## src/pfg_regs.svh

```systemverilog
`ifndef PFG_REGS_SVH
`define PFG_REGS_SVH
// ==========================================================
// register map, byte addresses on the wishbone bus
`define PFG_ADDR_CTRL 4'h0
`define PFG_ADDR_STATUS 4'h4
`define PFG_ADDR_COUNT 4'h8
// control fields and reset value
`define PFG_CTRL_FOLD_BIT 0
`define PFG_CTRL_FORCE_BIT 1
`define PFG_CTRL_RESET 2'h1
// status fields
`define PFG_ST_WARN_BIT 0
`define PFG_ST_SHDN_BIT 1
`define PFG_ST_OC_BIT 2
`define PFG_ST_BOOT_BIT 3
`define PFG_ST_SHORT_BIT 4
`define PFG_ST_FAULT_BIT 5
`define PFG_ST_HG_BIT 6
`define PFG_ST_LG_BIT 7
// count register fields
`define PFG_CNT_CLEAN_LSB 0
`define PFG_CNT_SHORT_LSB 8
// ==========================================================
// synchronised pin vector layout
`define PFG_SYNC_W 14
`define PFG_IN_PWM_HI 0
`define PFG_IN_PWM_LO 1
`define PFG_IN_ZCE_HI 2
`define PFG_IN_ZCE_LO 3
`define PFG_IN_DIS_N 4
`define PFG_IN_T_WARN 5
`define PFG_IN_T_HYST 6
`define PFG_IN_T_SHDN 7
`define PFG_IN_BOOT 8
`define PFG_IN_OC 9
`define PFG_IN_SHORT 10
`define PFG_IN_IL_POS 11
`define PFG_IN_HG_OFF 12
`define PFG_IN_LG_OFF 13
// ==========================================================
// timing and counts
`define PFG_CLK_KHZ 10000
`define PFG_TSHO_NS 30
`define PFG_OC_CLEAN_CYC 128
`define PFG_SHORT_CYC 4
`endif

```

## src/pfg_pkg.sv

```systemverilog
// ==========================================================
// types used by the gate sequencer logic
package pfg_pkg;
	// gate sequencer, one-hot
	typedef enum logic [2:0] {
		GS_OFF = 3'h1,
		GS_HIGH = 3'h2,
		GS_LOW = 3'h4
	} pfg_gate_state_t;
endpackage

```

## src/pfg_sync_if.sv

```systemverilog
`timescale 1ns/100ps
// ==========================================================
// raw pin levels in, synchronised levels out
interface pfg_sync_if #(parameter int W = 14);
	logic [W-1:0] raw; // straight from the pins
	logic [W-1:0] synced; // safe for logic on ref_clk
	modport src (output raw, input synced);
	modport sync (input raw, output synced);
endinterface

```

## src/pfg_sync.sv

```systemverilog
`timescale 1ns/100ps
// ==========================================================
// two-flop synchroniser bank for all asynchronous pins
module pfg_sync #(
	parameter int W = 14
) (
	// clock and reset
	input wire logic ref_clk,
	input wire logic reset,
	// pin levels
	pfg_sync_if.sync pins
);
	logic [W-1:0] meta_reg; // first stage, read only by second
	logic [W-1:0] sync_reg; // second stage

	initial begin
		if (W < 1) $error("pfg_sync: width must be positive");
	end

	// both stages, nothing else taps the first one
	always_ff @(posedge ref_clk) begin
		if (reset) begin
			meta_reg <= '0;
			sync_reg <= '0;
		end else begin
			meta_reg <= pins.raw;
			sync_reg <= meta_reg;
		end
	end

	assign pins.synced = sync_reg;
endmodule

```

## src/pfg_top.sv

```systemverilog
`timescale 1ns/100ps
`include "pfg_regs.svh"
module pfg_top #(
	parameter int CLEAN_CYC = `PFG_OC_CLEAN_CYC,
	parameter int SHORT_CYC = `PFG_SHORT_CYC
) (
	// clock and reset
	input wire logic ref_clk,
	input wire logic reset,
	// controller pins, comparator levels
	input wire logic pwm_above_hi,
	input wire logic pwm_below_lo,
	input wire logic zce_above_hi,
	input wire logic zce_below_lo,
	input wire logic stage_disable_n,
	// analog monitor comparators
	input wire logic temp_above_warn,
	input wire logic temp_below_hyst,
	input wire logic temp_above_shdn,
	input wire logic boot_supply_low,
	input wire logic over_current,
	input wire logic phase_short_seen,
	input wire logic inductor_current_pos,
	input wire logic high_gate_sensed_off,
	input wire logic low_gate_sensed_off,
	// gate commands and flag
	output logic high_gate_drive,
	output logic low_gate_drive,
	output logic fault_report_out,
	// wishbone slave
	input wire logic wb_cyc_i,
	input wire logic wb_stb_i,
	input wire logic wb_we_i,
	input wire logic [3:0] wb_adr_i,
	input wire logic [3:0] wb_sel_i,
	input wire logic [31:0] wb_dat_i,
	output logic [31:0] wb_dat_o,
	output logic wb_ack_o
);
	// ==========================================================
	// derived constants
	localparam int TSHO_CYC_RAW =
		(`PFG_TSHO_NS * `PFG_CLK_KHZ + 999999) / 1000000;
	localparam int TSHO_CYC = (TSHO_CYC_RAW < 1) ? 1 : TSHO_CYC_RAW;
	localparam logic [7:0] CLEAN_LAST = 8'(CLEAN_CYC - 1);
	localparam logic [2:0] SHORT_LAST = 3'(SHORT_CYC - 1);
	localparam logic [3:0] TSHO_LIM = 4'(TSHO_CYC);

	initial begin
		if (CLEAN_CYC < 2 || CLEAN_CYC > 255)
			$error("pfg_top: CLEAN_CYC out of range");
		if (SHORT_CYC < 1 || SHORT_CYC > 7)
			$error("pfg_top: SHORT_CYC out of range");
		if (TSHO_CYC > 15)
			$error("pfg_top: hold-off too long for counter");
	end

	// rising edge of a level against its delayed copy
	function automatic logic rise(input logic cur, input logic prev);
		return cur & ~prev;
	endfunction

	// ==========================================================
	// pin synchronisation
	pfg_sync_if #(.W(`PFG_SYNC_W)) pins ();
	logic [`PFG_SYNC_W-1:0] s; // synchronised pins

	assign pins.raw = {low_gate_sensed_off, high_gate_sensed_off,
		inductor_current_pos, phase_short_seen, over_current,
		boot_supply_low, temp_above_shdn, temp_below_hyst,
		temp_above_warn, stage_disable_n, zce_below_lo,
		zce_above_hi, pwm_below_lo, pwm_above_hi};
	assign s = pins.synced;

	pfg_sync #(.W(`PFG_SYNC_W)) u_sync (
		.ref_clk(ref_clk),
		.reset(reset),
		.pins(pins)
	);

	// ==========================================================
	// decoded pin states
	wire pwm_hi = s[`PFG_IN_PWM_HI];
	wire pwm_lo = s[`PFG_IN_PWM_LO] & ~pwm_hi;
	wire pwm_tri = ~s[`PFG_IN_PWM_HI] & ~s[`PFG_IN_PWM_LO];
	wire zce_tri = ~s[`PFG_IN_ZCE_HI] & ~s[`PFG_IN_ZCE_LO];
	wire zce_diode = s[`PFG_IN_ZCE_LO] & ~s[`PFG_IN_ZCE_HI];
	wire dis_n = s[`PFG_IN_DIS_N];
	wire oc_now = s[`PFG_IN_OC];
	wire short_now = s[`PFG_IN_SHORT];

	logic pwm_hi_d_reg; // delayed pwm high, cycle marker
	logic dis_n_d_reg; // delayed disable level
	// switching cycle boundary on each new high pulse
	wire cycle_end = rise(pwm_hi, pwm_hi_d_reg);
	// disable going low counts as the toggle
	wire dis_fall = rise(dis_n_d_reg, dis_n);

	always_ff @(posedge ref_clk) begin
		if (reset) begin
			pwm_hi_d_reg <= 1'b0;
			dis_n_d_reg <= 1'b0;
		end else begin
			pwm_hi_d_reg <= pwm_hi;
			dis_n_d_reg <= dis_n;
		end
	end

	// ==========================================================
	// control register
	logic [1:0] ctrl_reg; // fold enable, software force off
	wire fold_en = ctrl_reg[`PFG_CTRL_FOLD_BIT];
	wire force_off = ctrl_reg[`PFG_CTRL_FORCE_BIT];

	// ==========================================================
	// thermal warning and shutdown
	logic warn_reg; // above warning threshold
	logic shdn_reg; // shutdown latch
	// set wins over the hysteresis release
	wire warn_next = s[`PFG_IN_T_WARN] ? 1'b1 :
		(s[`PFG_IN_T_HYST] ? 1'b0 : warn_reg);
	// only a disable toggle clears it, an over-temp set wins
	wire shdn_next = s[`PFG_IN_T_SHDN] ? 1'b1 :
		(dis_fall ? 1'b0 : shdn_reg);

	always_ff @(posedge ref_clk) begin
		if (reset) begin
			warn_reg <= 1'b0;
			shdn_reg <= 1'b0;
		end else begin
			warn_reg <= warn_next;
			shdn_reg <= shdn_next;
		end
	end

	// ==========================================================
	// over-current fault with clean cycle count
	logic oc_reg; // over-current fault flag
	logic oc_seen_reg; // protection fired in current cycle
	logic [7:0] clean_reg; // clean cycles since last event
	logic skip_reg; // skip next high pulse to fold frequency
	wire oc_cycle = oc_seen_reg | oc_now;
	wire clean_done = cycle_end & ~oc_cycle & (clean_reg == CLEAN_LAST);
	wire oc_next = oc_now ? 1'b1 : (clean_done ? 1'b0 : oc_reg);
	// a boundary closing a cycle that saw the limit restarts the count,
	// so only cycles that are clean from start to end are counted
	wire [7:0] clean_next = oc_now ? 8'h00 :
		(~(cycle_end & oc_reg) ? clean_reg :
		(oc_cycle ? 8'h00 : 8'(clean_reg + 8'h01)));
	// one skipped pulse per cycle that saw the limit
	wire skip_next = cycle_end ? (oc_cycle & fold_en) : skip_reg;

	always_ff @(posedge ref_clk) begin
		if (reset) begin
			oc_reg <= 1'b0;
			oc_seen_reg <= 1'b0;
			clean_reg <= 8'h00;
			skip_reg <= 1'b0;
		end else begin
			oc_reg <= oc_next;
			oc_seen_reg <= cycle_end ? oc_now : oc_cycle;
			clean_reg <= clean_done ? 8'h00 : clean_next;
			skip_reg <= skip_next;
		end
	end

	// ==========================================================
	// high-side short detection
	logic short_reg; // latched short, only reset clears it
	logic short_seen_reg; // short sampled in current cycle
	logic [2:0] short_cnt_reg; // consecutive short cycles
	wire short_cycle = short_seen_reg | short_now;
	wire short_hit = cycle_end & short_cycle & ~short_reg;
	wire short_latch = short_hit & (short_cnt_reg == SHORT_LAST);
	wire [2:0] short_cnt_next = ~cycle_end | short_reg ? short_cnt_reg :
		(short_cycle ? 3'(short_cnt_reg + 3'h1) : 3'h0);

	always_ff @(posedge ref_clk) begin
		if (reset) begin
			short_reg <= 1'b0;
			short_seen_reg <= 1'b0;
			short_cnt_reg <= 3'h0;
		end else begin
			// no clear path besides reset, disable is ignored
			short_reg <= short_reg | short_latch;
			short_seen_reg <= cycle_end ? short_now : short_cycle;
			short_cnt_reg <= short_cnt_next;
		end
	end

	// ==========================================================
	// fault flag
	wire [4:0] src = {short_reg, s[`PFG_IN_BOOT], oc_reg, shdn_reg,
		warn_reg};
	wire src_any = |src;
	logic fault_reg; // registered flag pin

	always_ff @(posedge ref_clk) begin
		if (reset) fault_reg <= 1'b0;
		else fault_reg <= src_any;
	end
	assign fault_report_out = fault_reg;

	// ==========================================================
	// tri-state hold-off
	logic [3:0] tri_cnt_reg; // cycles spent in tri-state band
	wire tri_hold = pwm_tri & (tri_cnt_reg >= TSHO_LIM);

	always_ff @(posedge ref_clk) begin
		if (reset) tri_cnt_reg <= 4'h0;
		else if (!pwm_tri) tri_cnt_reg <= 4'h0;
		else if (!tri_hold) tri_cnt_reg <= 4'(tri_cnt_reg + 4'h1);
	end

	// ==========================================================
	// gate request decode
	// a short band before hold-off expires drops both requests, pwm_hi and pwm_lo are both low
	wire stop_all = ~dis_n | zce_tri | shdn_reg | force_off;
	wire lo_ok = ~zce_diode | s[`PFG_IN_IL_POS];
	wire want_hi_n = pwm_hi & ~oc_now & ~skip_reg;
	wire want_lo_n = pwm_lo & lo_ok;
	wire want_hi = ~short_reg & ~stop_all & ~tri_hold & want_hi_n;
	// latched short overrides pwm and parks the low side on
	wire want_lo = short_reg |
		(~stop_all & ~tri_hold & want_lo_n);

	// ==========================================================
	// gate sequencer, break before make
	pfg_pkg::pfg_gate_state_t gate_reg; // present gate state
	pfg_pkg::pfg_gate_state_t gate_next; // next gate state

	// a gate turns on only from off with the other sensed low
	always_comb begin
		gate_next = gate_reg;
		case (gate_reg)
			pfg_pkg::GS_OFF: begin
				if (want_hi && s[`PFG_IN_LG_OFF]) begin
					gate_next = pfg_pkg::GS_HIGH;
				end else if (want_lo && s[`PFG_IN_HG_OFF]) begin
					gate_next = pfg_pkg::GS_LOW;
				end
			end
			pfg_pkg::GS_HIGH: begin
				if (!want_hi) gate_next = pfg_pkg::GS_OFF;
			end
			pfg_pkg::GS_LOW: begin
				if (!want_lo) gate_next = pfg_pkg::GS_OFF;
			end
			default: begin
				gate_next = pfg_pkg::GS_OFF;
			end
		endcase
	end

	always_ff @(posedge ref_clk) begin
		if (reset) gate_reg <= pfg_pkg::GS_OFF;
		else gate_reg <= gate_next;
	end

	assign high_gate_drive = (gate_reg == pfg_pkg::GS_HIGH);
	assign low_gate_drive = (gate_reg == pfg_pkg::GS_LOW);

	// ==========================================================
	// wishbone slave, one wait state, unmapped reads zero
	logic ack_reg; // answer strobe
	logic [31:0] rdat_reg; // registered read data
	wire req = wb_cyc_i & wb_stb_i & ~ack_reg;
	wire hit_ctrl = (wb_adr_i == `PFG_ADDR_CTRL);
	wire hit_status = (wb_adr_i == `PFG_ADDR_STATUS);
	wire hit_count = (wb_adr_i == `PFG_ADDR_COUNT);
	wire ctrl_wr = req & wb_we_i & hit_ctrl & wb_sel_i[0];
	wire [7:0] status_v = {low_gate_drive, high_gate_drive, fault_reg,
		short_reg, s[`PFG_IN_BOOT], oc_reg, shdn_reg, warn_reg};
	wire [31:0] count_v = (32'(short_cnt_reg) << `PFG_CNT_SHORT_LSB) |
		(32'(clean_reg) << `PFG_CNT_CLEAN_LSB);
	wire [31:0] rdat_next = hit_ctrl ? 32'(ctrl_reg) :
		hit_status ? 32'(status_v) : hit_count ? count_v : 32'h0;

	always_ff @(posedge ref_clk) begin
		if (reset) begin
			ack_reg <= 1'b0;
			rdat_reg <= 32'h0;
			ctrl_reg <= `PFG_CTRL_RESET;
		end else begin
			ack_reg <= req;
			if (req) rdat_reg <= rdat_next;
			if (ctrl_wr) ctrl_reg <= wb_dat_i[1:0];
		end
	end

	assign wb_ack_o = ack_reg;
	assign wb_dat_o = rdat_reg;
endmodule

```

## config.mk

```make
export PLATFORM = sky130hd
export DESIGN_NAME = pfg_top
export DESIGN_NICKNAME = d
export VERILOG_FILES = /design/src/pfg_pkg.sv /design/src/pfg_sync_if.sv /design/src/pfg_sync.sv /design/src/pfg_top.sv
export VERILOG_INCLUDE_DIRS = /design/src
export SDC_FILE = /design/constraint.sdc
export NUM_CORES = 1
export LEC_CHECK = 0
export ABC_AREA = 1
export BUFFER_PORTS_ARGS = -buffer_cell sky130_fd_sc_hd__buf_2
export CAP_MARGIN = 10
export CORE_MARGIN = 1
export CORE_UTILIZATION = 35
export CTS_BUF_LIST = sky130_fd_sc_hd__clkbuf_8 sky130_fd_sc_hd__clkbuf_16
export DETAILED_ROUTE_END_ITERATION = 7
export SYNTH_ARGS = -nofsm -noshare
export SYNTH_HDL_FRONTEND = slang
export SYNTH_SLANG_ARGS = --single-unit
```

## constraint.sdc

```tcl
create_clock -name ref_clk -period 1.8 [get_ports ref_clk]
set_clock_uncertainty 0.2 [all_clocks]
set_input_delay 0.18 -clock ref_clk [delete_from_list [all_inputs] [get_ports ref_clk]]
set_output_delay 0.18 -clock ref_clk [all_outputs]
set_load 0.02 [all_outputs]
```

# [After elaboration in Yosys (flattened, before gate mapping)]
# Index checks and enable logic that the tools add are counted.
[classes] n_eq_ne=10 bitwise_logic=53 n_addsub=3 muxes=18 magnitude_cmp=1 reduce_logical=10
[op_table] cell="$mux 11" n=3
[op_table] cell="$and 1x1->1" n=27
[op_table] cell="$not 1->1" n=16
[op_table] cell="$mux 3" n=5
[op_table] cell="$or 11x8->11" n=1
[op_table] cell="$or 1x1->1" n=9
[op_table] cell="$pmux 3 s3" n=1
[op_table] cell="$add 8x1->8 const B" n=1
[op_table] cell="$eq 8x7->1 const B" n=1
[op_table] cell="$mux 1" n=8
[op_table] cell="$mux 8" n=1
[op_table] cell="$eq 3x2->1 const B" n=2
[op_table] cell="$reduce_bool 2->1" n=3
[op_table] cell="$reduce_or 5->1" n=1
[op_table] cell="$add 4x1->4 const B" n=1
[op_table] cell="$eq 4x3->1 const B" n=1
[op_table] cell="$eq 4x4->1 const B" n=1
[op_table] cell="$ge 4x1->1 const B" n=1
[op_table] cell="$logic_not 4->1" n=1
[op_table] cell="$ne 2x2->1 const B" n=2
[op_table] cell="$add 3x1->3 const B" n=1
[op_table] cell="$eq 3x1->1 const B" n=1
[op_table] cell="$eq 3x3->1 const B" n=1
[op_table] cell="$ne 3x3->1 const B" n=1
[op_table] cell="other kinds (4)" n=5
[totals] elab_cells=114 inputBits=59 out_inout_bits=36 register_bits=91

# [Logic depth before layout (Yosys ltp)]
[depth] depth_word=13 depth_mapped=12 mapped_depth_nobuf=12

# [Modules after synthesis]
# A second synthesis with hierarchy kept.
[unflattened] hier_cells=383 hier_area_um2=2946.6
[by_module_without_submodules] module="pfg_top" n_inst=1 area_each_um2=2139.6 cells_each=296
[by_module_without_submodules] module="pfg_sync" n_inst=1 area_each_um2=807.0 cells_each=87

# [Worst setup path before layout]
# OpenSTA, ideal clock, no wires.
[synth_timing] path_kind="register to register" from="reg tri_cnt_reg[0]" to="reg gate_reg[2]" setup_time_ns=0.070 path_stages_with_launch=12 setup_slack_ns=0.197 arrival_ns=1.334 period_less_slack_ns=1.603 path_cell_list="dfxtp_1 -> inv_1 -> ha_1 -> inv_1 -> nor2_1 -> nand2_1 -> nand2_1 -> nand3_1 -> nand2_1 -> a21oi_1 -> nand2_1 -> a21oi_1"
[synth_between] elab_chain_cells=9
[synth_lines] element="from (decl)" line_no="pfg_top.sv:206" rtl="logic [3:0] tri_cnt_reg;"
[synth_lines] element="from (signal assigned)" line_no="pfg_top.sv:212" rtl="else if (!tri_hold) tri_cnt_reg <= 4'(tri_cnt_reg + 4'h1);"
[synth_lines] element="$ge 4x1->1 (*)" line_no="pfg_top.sv:207" rtl="wire tri_hold = pwm_tri & (tri_cnt_reg >= TSHO_LIM);"
[synth_lines] element="$and 1x1->1 (*)" line_no="pfg_top.sv:207"
[synth_lines] element="$not 1->1 (*)" line_no="pfg_top.sv:222, pfg_top.sv:225"
[synth_lines] element="$and 1x1->1 (2 in series)" line_no="pfg_top.sv:225" rtl="(~stop_all & ~tri_hold & want_lo_n);"
[synth_lines] element="$or 1x1->1" line_no="pfg_top.sv:224" rtl="wire want_lo = short_reg |"
[synth_lines] element="$logic_and 1x1->1" line_no="pfg_top.sv:239" rtl="end else if (want_lo && s[`PFG_IN_HG_OFF]) begin"
[synth_lines] element="$ne 3x3->1 (no line)"
[synth_lines] element="$reduce_and 3->1 (no line)"
[synth_lines] element="to (signal assigned)" line_no="pfg_top.sv:256" rtl="if (reset) gate_reg <= pfg_pkg::GS_OFF;"
[synth_lines] element="to (signal assigned)" line_no="pfg_top.sv:257" rtl="else gate_reg <= gate_next;"
[synth_lines] element="to (decl)" line_no="pfg_top.sv:229" rtl="pfg_pkg::pfg_gate_state_t gate_reg;"
# Every way passes the cells marked *; elsewhere a longest branch is shown, timed or not.
# A chain may end at the register's enable or synchronous reset.

# [Final worst setup path]
# Same ends and word-level chain as after synthesis.

==> impl_summary.txt <==
----------------------------------------------------
[Route]
  Detailed Route WL ... around 5300 microns
  Detailed-routing iteration count for the pre-antenna-repair pass ... 4
  Average routed wire per standard cell ... around 9.5 microns
  Initial DRC Count ... approximately 90
  Drt via density ... roughly 4.3
  Number of vias in the routed layout ... around 2.4k
  Antenna-violating nets left ... 0
  Drt drc ... 0

[Global route]
  Number of global-route vias before repair ... between 2k and 2.5k
  Largest net degree at the start of global routing ... 47
  Global-route wire length before repair ... a little over 9000 microns
  Total routing usage reported by global routing ... 13.49%
  Global route overflow ... 0
  Number of antenna violations at the first check in global routing ... 0

[Synthesis]
  Average cell area after synthesis ... 7.640 sq um
  Dominant cell by count in the synthesized netlist ... sky130_fd_sc_hd__inv_1
  Number of instances in the synthesized netlist ... 378
  Simple-gate share of the synthesized area ... 20.45%
  Yosys top cell by area ... sky130_fd_sc_hd__dfxtp_1
  Count of cell types in the netlist ... 30
  Sequential area share after synthesis ... roughly 49%
  Leading cell types by total area after synthesis ... sky130_fd_sc_hd__dfxtp_1, sky130_fd_sc_hd__inv_1, sky130_fd_sc_hd__nor2_1
  Predominant post-synthesis flop cell ... sky130_fd_sc_hd__dfxtp_1
  Post-synthesis sequential element count ... 70
  Number of synthesized flops with an enable pin ... 0
  Share of the synthesized area in compound gates (AO/OA/AOI/OAI) ... roughly a tenth
  Synth Area in XOR/XNOR ... under 10%
  Synth warn ... 0
  Post-synth top area share ... between 40% and 50%
  Ys async rst share ... 0%
  Most instantiated cells after synthesis ... sky130_fd_sc_hd__inv_1, sky130_fd_sc_hd__dfxtp_1, sky130_fd_sc_hd__nor2_1
  Main combinational cell family by area after synthesis ... simple AND/OR/NAND/NOR gates
  Synthesized-area fraction occupied by adder cells ... 2.600%
  Mux contribution to synthesized area ... 0.3466%
  Total standard cell area after synthesis ... 2888 sq um

[Layout]
  Share of the core filled with cells in the final layout ... a little under half
  Signed area change from the synthesized netlist to the final layout ... 25.17%
  Share of cells above drive strength 1 ... between 10% and 20%
  Net count, final ... around 500
  Final Instance Area ... 3615 sq um
  Antenna diode count ... 0

[Power and ir drop]
  Worst ir drop on vdd ... roughly 400 uV
  Power after layout ... roughly 3.6 mW
  Leak ... 1.709 nW
  Power per unit of standard cell area ... around 1000 nW/um^2

[Floorplan]
  Number of placement rows ... 32
  Core region area ... between 7000 and 8000 sq um
  Height of the die ... slightly above 90 microns
  I/O pin total ... between 90 and 100
  Area of the die ... around 8600 sq um
  Width of the die ... 92.84 microns
  Initial Util ... a little under two fifths

[Placed design]
  Count of port buffers added during placement ... 40
  Placed instance area ... about 3200 sq um
  Routability congestion estimate from global placement ... roughly 0.81
  Post-DP HPWL ... 3779 microns

[STA]
  RSZ-0062 raised after global routing ... yes
  Post-route clock period utilization ... 96.25%
  F_max ... just under 600 MHz
  Worst-case hold slack ... between 0.04 and 0.05 ns
  Min Clock Period, post-route ... approximately 1.7 ns
  Max Transition Viols Final ... 0
  Fin. Hold Viols ... 0
  Number of setup violations in the final report ... 0

[Worst setup path]
  Kind of critical path ... reg -> reg
  Required time of the critical path ... about 1.9 ns
  Type of destination of the critical path ... register
  Worst EP arrival ... approximately 1.8 ns
  Launching element type of the critical path ... register
  Slack of the worst reg-to-reg path ... 0.07 ns
  Critical path peak fanout ... 4

[Clock tree]
  Clock latency on the worst-skew pair ... approximately 0.34 ns
  Cts bufs inserted ... 9
  Maximum count of clock buffers along a single path ... 2
  Clock sinks ... 70
  Clock tree from TritonCTS ... yes
  Clock slew seen by the registers of the worst setup and hold paths ... around 0.07 ns
  CTS HTree Levels ... 3
  Root Buffer ... sky130_fd_sc_hd__clkbuf_8

[Run]
  Max_cap viols ... 0

[Hold path]
  Path type of the worst min-delay path ... in -> reg

[Status]
  Status ... finished clean

----------------------------------------------------
through the flow:
step                      setup slack (ns)  TNS (ns)  instances
after global placement             0.09160         0        522
after floorplan                     0.1966         0        398
after detailed placement           0.04836         0        522
after CTS                          0.02942         0        557
final                              0.06745         0        557
after global routing              -0.06544  -0.06544        557
worst paths after layout:
path / start / end / cells after the start
worst min register to register: u_sync.meta_reg[4] / u_sync.pins.synced[4] / 2
worst max-delay path: tri_cnt_reg[0] / gate_reg[2] / 12
worst min-delay path: wb_cyc_i / wb_ack_o / 4
worst max register to register: tri_cnt_reg[0] / gate_reg[2] / 12
timing repair:
action,4_1_cts,5_1_grt
gates resized for setup,0,9
hold endpoints to repair,18,0
buffers inserted,0,1
endpoints found under the setup margin,0,6
hold buffers,19,0
final cells by class:
cell class / count / area [sq um]
Tap cell: 102 / 127.6
Timing Repair Buffer: 69 / 462.9
Inverter: 76 / 285.3
Fill cell: 787 / 4233
Clock buffer: 10 / 137.6
Sequential cell: 70 / 1405
Clock inverter: 6 / 86.33
Multi-Input combinational cell: 224 / 1110
cell usage in the layout, fill, tap and decap left out, types with 2 or more instances in the layout:
cell                             n
sky130_fd_sc_hd__xor2_1          5
sky130_fd_sc_hd__nor3_2          2
sky130_fd_sc_hd__nand2_1        42
sky130_fd_sc_hd__nor2_1         66
sky130_fd_sc_hd__clkinv_4        2
sky130_fd_sc_hd__clkbuf_8       10
sky130_fd_sc_hd__o211ai_1        3
sky130_fd_sc_hd__buf_2          40
sky130_fd_sc_hd__buf_4          11
sky130_fd_sc_hd__o21ai_0        21
sky130_fd_sc_hd__dfxtp_2         3
sky130_fd_sc_hd__nand2_2         2
sky130_fd_sc_hd__inv_1          75
sky130_fd_sc_hd__nor2_4          3
sky130_fd_sc_hd__nand3_1        11
sky130_fd_sc_hd__ha_1            6
sky130_fd_sc_hd__o22ai_1         5
sky130_fd_sc_hd__conb_1         21
sky130_fd_sc_hd__bufinv_16       2
sky130_fd_sc_hd__dlygate4sd3_1  18
sky130_fd_sc_hd__a21oi_1        19
sky130_fd_sc_hd__nor3_1          4
sky130_fd_sc_hd__nand4_1         3
sky130_fd_sc_hd__dfxtp_1        67
sky130_fd_sc_hd__inv_2           2
sky130_fd_sc_hd__nor4_1          2
report_power, final:
part | leakage [nW] | switching (mW) | internal (mW)
registers | 0.574 | 0.0503 | 1.64
clock network | 0.118 | 0.568 | 0.815
logic | 1.02 | 0.335 | 0.208
worst max-delay path, stage by stage, from the launching register on:
cell and delay, ns:
sky130_fd_sc_hd__dfxtp_2 0.34, sky130_fd_sc_hd__inv_1 0.10, sky130_fd_sc_hd__ha_1 0.15, sky130_fd_sc_hd__inv_1 0.04, sky130_fd_sc_hd__nor2_1 0.08, sky130_fd_sc_hd__nand2_1 0.10, sky130_fd_sc_hd__nand2_2 0.11, sky130_fd_sc_hd__nand3_2 0.10
sky130_fd_sc_hd__nor2_1 0.15, sky130_fd_sc_hd__nor2_1 0.06, sky130_fd_sc_hd__nand2_1 0.08, sky130_fd_sc_hd__nand2_1 0.06, sky130_fd_sc_hd__a21oi_1 0.11
cells by family (layout without fill, tap and decap cells):
family                   Yosys count  count (layout)
AO/OA/AOI/OAI                     52              52
adder cells (fa/ha/maj)            6               6
multiplexers                       1               1
XOR/XNOR                           6               6
buffers and inverters            104             161
other                              1              21
AND/OR/NAND/NOR                  138             138
flip-flops                        70              70
routing by layer:
metal | global-route usage, % | wire [microns] | up-vias
li1 | - | - | 1262
met5 | 0 | 0 | -
met2 | 23.04 | 2532 | 49
met3 | 4.023 | 250 | 9
met1 | 15.39 | 2422 | 1065
met4 | 6.154 | 94 | 0
Power figures use the tool's default switching activity.
